## src/verilog/autoselect_consts.svh

```systemverilog
// Constants and register map of the video input autoselect block.
// Assumes an APB master on pclk/presetn; included by bare name.
`ifndef AUTOSELECT_CONSTS_SVH
`define AUTOSELECT_CONSTS_SVH
`define NUM_INPUTS 4
`define PRIO_MAX 5'h1e
`define ADDR_CTRL 12'h000
`define ADDR_PRIO 12'h004
`define ADDR_MANUAL 12'h008
`define ADDR_STATUS 12'h00c
`define CTRL_RESET 32'h0000_0000
`define PRIO_RESET 32'h0003_0201
`define CTRL_EN_BIT 0
`define CTRL_MODE_LO 1
`define CTRL_MODE_HI 2
`define CTRL_PATTERN_BIT 3
`define SEL_NONE 3'h4
`endif

```

## src/verilog/autoselect_pkg.sv

```systemverilog
// Types shared by the autoselect block.
// Assumes nothing outside itself.
package autoselect_pkg;
    // Automatic selection policies
    typedef enum logic [1:0] {
        POL_KEEP = 2'h0,
        POL_PRIORITY = 2'h1,
        POL_RECENT = 2'h2
    } policy_t;
    // What the output carries
    typedef enum logic [1:0] {
        OUT_INPUT = 2'h0,
        OUT_SILENT = 2'h1,
        OUT_PATTERN = 2'h2
    } out_kind_t;
endpackage

```

## src/verilog/prio_search.sv

```systemverilog
// Priority search over the four inputs.
// Assumes settled priority and valid vectors, one clock.
`timescale 1ns/1ps
`include "autoselect_consts.svh"
module prio_search (
    input wire logic [`NUM_INPUTS-1:0] valid,
    input wire logic [4*5-1:0] prio,
    output logic found,
    output logic [1:0] winner
);
    // Scan levels from zero upward, first valid input wins
    always_comb begin
        found = 1'b0;
        winner = 2'h0;
        for (int lvl = 0; lvl <= `PRIO_MAX; lvl++) begin
            for (int i = 0; i < `NUM_INPUTS; i++) begin
                if (!found && valid[i] && prio[i*5 +: 5] == 5'(lvl)) begin
                    found = 1'b1;
                    winner = 2'(i);
                end
            end
        end
    end
endmodule

```

## src/verilog/video_input_autoselect.sv

```systemverilog
// Video input autoselect: routes one of four inputs to the output.
// Assumes synchronous signal-detect inputs and an APB master on pclk.
//
// The register offsets and the APB register port were chosen for this implementation.
`timescale 1ns/1ps
`include "autoselect_consts.svh"
module video_input_autoselect (
    input wire logic pclk,
    input wire logic presetn,
    input wire logic psel,
    input wire logic penable,
    input wire logic pwrite,
    input wire logic [11:0] paddr,
    input wire logic [31:0] pwdata,
    output logic [31:0] prdata,
    output logic pready,
    output logic pslverr,
    input wire logic input_port_one,
    input wire logic input_port_two,
    input wire logic input_port_three,
    input wire logic dvi_digital_present,
    input wire logic dvi_analog_present,
    input wire logic button_press,
    output logic [1:0] route_sel,
    output logic [1:0] out_kind
);
    logic [31:0] ctrl_q;      // Enable, policy, fallback kind
    logic [19:0] prio_q;      // Five bits of priority per input
    logic [1:0] sel_q;        // Currently routed input
    logic have_q;             // An input is routed
    logic [3:0] valid_prev_q; // Presence of the last cycle
    logic [3:0] valid;        // Presence per physical port
    logic found;
    logic [1:0] winner;
    logic [3:0] rise;
    logic wr_en;
    logic manual_req;
    logic [1:0] manual_idx;
    logic auto_en;
    autoselect_pkg::policy_t policy;
    logic [31:0] rdata;

    // one port for both DVI variants
    assign valid = {dvi_digital_present | dvi_analog_present, input_port_three,
                    input_port_two, input_port_one};
    assign rise = valid & ~valid_prev_q;
    assign auto_en = ctrl_q[`CTRL_EN_BIT];
    assign policy = autoselect_pkg::policy_t'(ctrl_q[`CTRL_MODE_HI:`CTRL_MODE_LO]);
    assign wr_en = psel & penable & pwrite;
    // Manual request: register write or front-panel button step
    assign manual_req = (wr_en && paddr == `ADDR_MANUAL) || button_press;
    assign manual_idx = button_press ? sel_q + 2'h1 : pwdata[1:0];

    prio_search u_search (
        .valid(valid),
        .prio(prio_q),
        .found(found),
        .winner(winner)
    );

    // Configuration registers
    always_ff @(posedge pclk or negedge presetn) begin
        if (!presetn) begin
            ctrl_q <= `CTRL_RESET;
            prio_q <= 20'(`PRIO_RESET);
        end else if (wr_en && paddr == `ADDR_CTRL) begin
            ctrl_q <= {28'h000_0000, pwdata[3:0]};
        end else if (wr_en && paddr == `ADDR_PRIO) begin
            prio_q <= pwdata[19:0];
        end
    end

    // Presence history for attach detection
    always_ff @(posedge pclk or negedge presetn) begin
        if (!presetn) begin
            valid_prev_q <= 4'h0;
        end else begin
            valid_prev_q <= valid;
        end
    end

    // Selection decision, re-evaluated every cycle
    always_ff @(posedge pclk or negedge presetn) begin
        if (!presetn) begin
            sel_q <= 2'h0;
            have_q <= 1'b1;
        end else if (!auto_en) begin
            if (manual_req) begin
                sel_q <= manual_idx;
                have_q <= 1'b1;
            end
        end else begin
            unique case (policy)
                autoselect_pkg::POL_PRIORITY: begin
                    sel_q <= found ? winner : sel_q;
                    have_q <= found;
                end
                autoselect_pkg::POL_RECENT: begin
                    if (rise != 4'h0) begin
                        for (int i = 0; i < `NUM_INPUTS; i++) begin
                            if (rise[i]) begin
                                sel_q <= 2'(i);
                            end
                        end
                        have_q <= 1'b1;
                    end else if (!valid[sel_q] || !have_q) begin
                        sel_q <= found ? winner : sel_q;
                        have_q <= found;
                    end
                end
                default: begin
                    if (!have_q || !valid[sel_q]) begin
                        sel_q <= found ? winner : sel_q;
                        have_q <= found;
                    end
                end
            endcase
        end
    end

    // Output routing and fallback
    always_ff @(posedge pclk or negedge presetn) begin
        if (!presetn) begin
            route_sel <= 2'h0;
            out_kind <= autoselect_pkg::OUT_INPUT;
        end else begin
            route_sel <= sel_q;
            if (auto_en && !have_q) begin
                out_kind <= ctrl_q[`CTRL_PATTERN_BIT] ? autoselect_pkg::OUT_PATTERN
                                                      : autoselect_pkg::OUT_SILENT;
            end else begin
                out_kind <= autoselect_pkg::OUT_INPUT;
            end
        end
    end

    // Read mux
    always_comb begin
        unique case (paddr)
            `ADDR_CTRL: rdata = ctrl_q;
            `ADDR_PRIO: rdata = {12'h000, prio_q};
            `ADDR_MANUAL: rdata = {30'h0000_0000, sel_q};
            `ADDR_STATUS: rdata = {25'h000_0000, have_q, sel_q, valid};
            default: rdata = 32'h0000_0000;
        endcase
    end

    // APB slave: no wait states, error on unmapped address
    always_ff @(posedge pclk or negedge presetn) begin
        if (!presetn) begin
            prdata <= 32'h0000_0000;
            pready <= 1'b0;
            pslverr <= 1'b0;
        end else begin
            pready <= psel & ~penable;
            prdata <= rdata;
            pslverr <= psel & ~penable & (paddr[11:4] != 8'h00 || paddr[1:0] != 2'h0);
        end
    end

    logic [4:0] win_prio; // Priority level of the search winner
    assign win_prio = prio_q[winner*5 +: 5];
endmodule

```

## config.mk

```make
export PLATFORM = sky130hd
export DESIGN_NAME = video_input_autoselect
export DESIGN_NICKNAME = d
export VERILOG_FILES = /design/src/verilog/autoselect_pkg.sv /design/src/verilog/prio_search.sv /design/src/verilog/video_input_autoselect.sv
export VERILOG_INCLUDE_DIRS = /design/src /design/src/verilog
export SDC_FILE = /design/constraint.sdc
export NUM_CORES = 1
export LEC_CHECK = 0
export ABC_AREA = 1
export BUFFER_PORTS_ARGS = -buffer_cell sky130_fd_sc_hd__buf_2
export CAP_MARGIN = 25
export CORE_ASPECT_RATIO = 1.75
export CORE_MARGIN = 4
export CORE_UTILIZATION = 40
export CTS_CLUSTER_SIZE = 28
export DETAILED_ROUTE_END_ITERATION = 12
export SLEW_MARGIN = 20
export SYNTH_ARGS = -nofsm -noshare
export SYNTH_HDL_FRONTEND = slang
export SYNTH_SLANG_ARGS = --single-unit
```

## constraint.sdc

```tcl
create_clock -name pclk -period 24.7 [get_ports pclk]
set_clock_uncertainty 0.2 [all_clocks]
set_input_delay 2.47 -clock pclk [delete_from_list [all_inputs] [get_ports pclk]]
set_output_delay 2.47 -clock pclk [all_outputs]
set_load 0.01 [all_outputs]
```

==> flow_metrics.tcl, run 1 <==
set metrics [dict create \
    grtUsageTotal_pct 24.0 \
    grt_pass1_wl_mm 28.3 \
    slew_headroom_pct 39.2 \
    cp.required_ns 24.71 \
    wl_met1_mm 6.45 \
    drc 0 \
    fin_cells 1107 \
    synth.top_cells.by_count "nor2_1 (221), inv_1 (165), nand2_1 (126), dfrtp_1 (52), nor3_1 (47)" \
    cts_setup_buffers 0 \
    ys_ff_latch 57 \
    synth_ff_type "dfrtp_1" \
    critPathBufInv 4 \
    status "complete, no violations" \
    cts_tree "built" \
    met2_length_mm 9.51 \
    slowest_delay_ns 0.28 \
    r2r_end "sel_q[1]" \
    ctsHtreeMaxLevel 3 \
    antenna_cells 0 \
    nets 988 \
    drt-total-wl_mm 17.7 \
    hold_end "out_kind[0]" \
    antenna_found_initial 0 \
    io_pins 93 \
    fin_util_pct 47.1 \
    synth_edf_count 0 \
    post-route-period-util_pct 44.6 \
    clk_pin_slew_ns 0.05 \
    critPathKind "in2reg" \
    setup_tns_ns 0 \
    r2r_slack_ns 15.49 \
    area_delta_synth_final_pct 14.6 \
    p_per_area_mw_per_mm2 39.4 \
    synth.most_common_cell "nor2_1" \
    postCtsHoldBufs 0 \
    rsz0062_at_grt "no" \
    slew_violations 0 \
    setup_viol 0 \
    hold_ws_ns 0.305 \
    drive_above_1_share_pct 18.3 \
    cts_root_buffer "clkbuf_16" \
    ys_warn_count 0 \
    rows 55 \
    drtAntennaViolNets 0 \
    io_buffer_count 68 \
    cts-resized-gates 0 \
    crit_family "simple AND/OR/NAND/NOR gates" \
    synth_area_mm2 0.00535 \
    dp_cells 1090 \
    fp.dieW_um 95.4 \
    numCtsBuffers 9 \
    r2r_cells 70 \
    core_mm2 0.0130 \
    gp_congestion 0.974 \
    top_layer "met4" \
    drv_cap 0 \
    postSynthAreaPerCell_um2 6.19 \
    ys_seq_area_share_pct 26.8 \
    vias 5695 \
    peakVddDrop_uv 48.7 \
    via_per_inst 5.14 \
    min_path_cells 1 \
    drtIter0Drc 368 \
    synth_async_sr_flop_share_pct 100 \
    cp_common_cell "nor2_2" \
    path_max_fanout 23 \
    hold_class "reg2reg" \
    max_freq_mhz 90.7 \
    tightest_slew_ns 0.889 \
    yosysTopAreaCell "dfrtp_1" \
    synth_area_leaders "dfrtp_1 (24%), nor2_1 (16%), inv_1 (12%)" \
    gr-total-overflow 0 \
    netlist.area_leader.share_pct 24.3 \
    wl_per_cell_um 16.0 \
    clock_latency_ns 0.32 \
    cp-start-kind "input pin" \
    cts_buffer_depth 2 \
    n_fill_cell 1396 \
    syn_inst 865 \
    die_h_um 161 \
    cp.arrival_ns 11.03 \
    p_leak_nw 2.93 \
    grt_max_degree 58 \
    ys_types 41 \
    r2r_start "prio_q[9]" \
    clock_sinks 57 \
    dr.pass1.iters 8 \
    hold_start "ctrl_q[3]" \
    worstSetupEndpointType "flip-flop" \
    floorplan.initialDensity_pct 41.1 \
    hold_viol 0 \
    met3_length_um 710 \
    dp_hpwl_mm 14.3 \
    fin_crit_ns 11.02 \
    fp.dieArea_mm2 0.0154 \
    slowest_stage "buf_4" \
    grt_pass1_vias 5731 \
]
-- worst max-delay path by stage --
stage                        from        to  slack (ns)  cells past startpoint
5_1_grt        dvi_analog_present  sel_q[1]       12.53                     70
3_5_place_dp   dvi_analog_present  sel_q[1]       13.27                     70
4_1_cts        dvi_analog_present  sel_q[1]       13.59                     70
3_3_place_gp   dvi_analog_present  sel_q[1]       13.40                     70
2_1_floorplan  dvi_analog_present  sel_q[1]       14.83                     70
6_report       dvi_analog_present  sel_q[1]       13.68                     70
-- where the power goes --
| group | internal, mW | switching [mW] |
|---|---|---|
| Combinational | 0.00747 | 0.0156 |
| Clock | 0.0783 | 0.0440 |
| Sequential | 0.0950 | 0.00128 |
| Total | 0.181 | 0.0608 |
-- cells in the final DEF, fill, tap and decap left out, types with 4 or more instances in the layout --
master / Yosys / final
a21oi_1: 23 / 23
buf_2: 0 / 68
buf_4: 12 / 5
clkbuf_16: 0 / 9
conb_1: 1 / 12
dfrtp_1: 52 / 52
dfstp_2: 5 / 5
inv_1: 165 / 165
inv_2: 8 / 8
nand2_1: 126 / 126
nand2_2: 5 / 5
nand3_1: 24 / 24
nand4_1: 17 / 17
nand4_2: 24 / 24
nand4_4: 5 / 5
nor2_1: 221 / 220
nor2_2: 26 / 27
nor2_4: 5 / 5
nor3_1: 47 / 47
nor4_1: 18 / 18
o2111ai_1: 7 / 7
o21ai_0: 20 / 20
o221ai_1: 4 / 4
o22ai_1: 6 / 6
o31ai_1: 5 / 5
-- area by class of cell --
cell class / instances / area, µm² / area share (%)
multi-input combinational: 616 / 3150 / 51.5
sequential: 57 / 1430 / 23.4
inverter: 174 / 653 / 10.7
timing repair buffer: 73 / 378 / 6.16
clock buffer: 10 / 229 / 3.74
tap: 171 / 214 / 3.49
clock inverter: 6 / 68.8 / 1.12
-- through the flow --
| step | total power [mW] | setup slack, ns | cell area, µm² |
|---|---|---|---|
| floorplan | 0.112 | 14.83 | 5390 |
| global placement | 0.121 | 13.40 | 5820 |
| detailed placement | 0.121 | 13.27 | 5820 |
| CTS | 0.244 | 13.59 | 6120 |
| global route | 0.252 | 12.53 | 6130 |
| finish | 0.242 | 13.68 | 6130 |
-- kinds of logic after synthesis --
family | share of synthesized area (%)
simple gates | 48.2
fa+ha+maj | 0.468
flops | 26.8
buf+inv | 15.1
xor+xnor | 0.164
compound gates | 9.26
other cells | 0.0701
-- worst register-to-register path: cells and delay by family, from the launching register on --
family                 cells  cell delay (ns)
buffers and inverters      2             0.25
and+or+nand+nor           66             7.76
DFF                        1             0.58
AOI/OAI and AO/OA          2             0.29
-- metal layers --
| layer | track usage [%] | up-vias |
|---|---|---|
| li1 | - | 2870 |
| met1 | 24.7 | 2580 |
| met5 | 0 | - |
| met4 | 14.5 | 0 |
| met2 | 44.9 | 190 |
| met3 | 2.19 | 55 |
-- flip-flops by register name (all words and copies together), names as in the netlist --
signal        count
ctrl_q            4
have_q            1
out_kind          2
prdata           20
pready            1
prio_q           20
pslverr           1
route_sel         2
sel_q             2
valid_prev_q      4
Note: power is estimated with default switching activity, not from simulation.
==> run 2, diff against run 1 <==
- clock period: 24.7 -> 10.6 ns (I/O delays scaled with it)
==> run 2 against run 1 <==
Effect of this change:
- utilization is 0.27 points higher
- die area stayed put
- clock-buffer cell count fell by 1
- largest cell class unchanged
==> flow_metrics.tcl, run 2 (synthesized netlist as in run 1, its figures left out) <==
set metrics [dict create \
    gr-total-overflow 0 \
    die_h_um 161 \
    floorplan.initialDensity_pct 41.1 \
    cts_tree "built" \
    use_met1_pct 24.9 \
    drtIter0Drc 248 \
    grt_pass1_vias 5866 \
    p_leak_nw 2.95 \
    grt_busiest_layer "met2" \
    rsz0062_at_grt "no" \
    clock_sinks 57 \
    tightest_slew_ns 0.841 \
    cp-start-kind "input pin" \
    status "complete, no violations" \
    comb_power_share_pct 9.0 \
    antenna_found_initial 0 \
    final_area_mm2 0.00616 \
    critPathKind "in2reg" \
    ctsHtreeMaxLevel 3 \
    setup_tns_ns 0 \
    drc 0 \
    slowest_delay_ns 0.22 \
    worstSetupEndpointType "flip-flop" \
    vias 5850 \
    grt_pass1_wl_mm 28.7 \
    cts_buffer_depth 2 \
    placed_area_mm2 0.00584 \
    p_switching_uw 147 \
    fin_crit_ns 9.38 \
    fin_cells 1108 \
    slowest_stage "nor3_2" \
    intPower_uw 446 \
    drv_cap 0 \
    clk_pin_slew_ns 0.05 \
    cp.required_ns 10.62 \
    cp_common_cell "nor2_2" \
    cts_root_buffer "clkbuf_16" \
    cp.arrival_ns 9.40 \
    crit_family "simple AND/OR/NAND/NOR gates" \
    numCtsBuffers 9 \
    postCtsHoldBufs 0 \
    drive_above_1_share_pct 18.4 \
    dp_cells 1092 \
    area_delta_synth_final_pct 15.2 \
    setup_viol 0 \
    critPathBufInv 3 \
    cts_setup_buffers 0 \
    drt-total-wl_mm 17.9 \
    hold_class "reg2reg" \
    top_regs "prdata: 20 flops, prio_q: 20 flops" \
    max_freq_mhz 107 \
    wl_per_cell_um 16.2 \
    io_buffer_count 68 \
    io_pins 93 \
    rows 55 \
    use_met3_pct 2.38 \
    cts-resized-gates 0 \
    dr.pass1.iters 5 \
    dp_hpwl_mm 14.6 \
    met2_usage_pct 45.1 \
    fp.dieW_um 95.4 \
    peakVddDrop_uv 124 \
    switching_share_pct 24.8 \
    path_max_fanout 8 \
    core_mm2 0.0130 \
    fp.dieArea_mm2 0.0154 \
    power.total_uw 594 \
    via_per_inst 5.28 \
    p_per_area_mw_per_mm2 96.4 \
    slew_headroom_pct 42.5 \
    grt_max_degree 58 \
    antenna_cells 0 \
    pwr-share-seq_pct 37.8 \
    grtUsageTotal_pct 24.2 \
    final_common_cell "nor2_1" \
    power_frac_clock_pct 53.2 \
    nets 989 \
    clock_latency_ns 0.33 \
    slew_violations 0 \
    drtAntennaViolNets 0 \
    gp_congestion 0.987 \
    post-route-period-util_pct 88.5 \
    hold_viol 0 \
    final_cell_mix "nor2_1 (221), inv_1 (165), nand2_1 (126)" \
]
## run 2: final timing paths
| path | startpoint | endpoint | slack [ns] | cells after the start |
|---|---|---|---|---|
| setup / recovery | input_port_two | sel_q[1] | 1.22 | 71 |
| hold / removal | ctrl_q[3] | out_kind[0] | 0.31 | 1 |
| setup reg to reg | prio_q[9] | sel_q[1] | 1.54 | 69 |
| hold reg to reg | ctrl_q[3] | out_kind[0] | 0.31 | 1 |
| max in group asynchronous | presetn | prdata[13] | 9.04 | 2 |
| min in group asynchronous | presetn | valid_prev_q[3] | 0.65 | 2 |
## run 2: power by group through the flow
stage,clock network [mW],registers [mW],logic (mW)
finish,0.316,0.224,0.0536
global route,0.331,0.225,0.0616
CTS,0.320,0.224,0.0540
detailed placement,0,0.228,0.0538
global placement,0,0.228,0.0537
floorplan,0,0.227,0.0338
## run 2: final cells by class
type / instances / area [µm²]
Clock inverter: 7 / 103
Sequential cell: 57 / 1430
Multi-Input combinational cell: 616 / 3150
Tap cell: 171 / 214
Timing Repair Buffer: 74 / 385
Clock buffer: 9 / 225
Inverter: 174 / 653
Fill cell: 1418 / 6840
## run 2: through the flow
stage / hold slack, ns / setup slack [ns] / utilization [%]
after floorplan: 0.152 / 2.14 / -
after global placement: 0.290 / 0.894 / 44.9
after detailed placement: 0.289 / 0.779 / 44.9
after CTS: 0.298 / 1.10 / 47.4
after global routing: 0.317 / 0.0521 / 47.4
final: 0.310 / 1.22 / 47.4
## run 2: worst register-to-register path, delay by kind of cell, from the launching register on
family,cells,cell delay (ns)
flip-flops,1,0.58
AO/OA/AOI/OAI,2,0.29
buffers and inverters,1,0.05
AND/OR/NAND/NOR,66,7.79
## run 2: metal layers
metal	routed length, µm	share of wire [%]
met4	1210	6.7
met2	9600	53
met3	665	3.7
met1	6470	36
met5	0	0
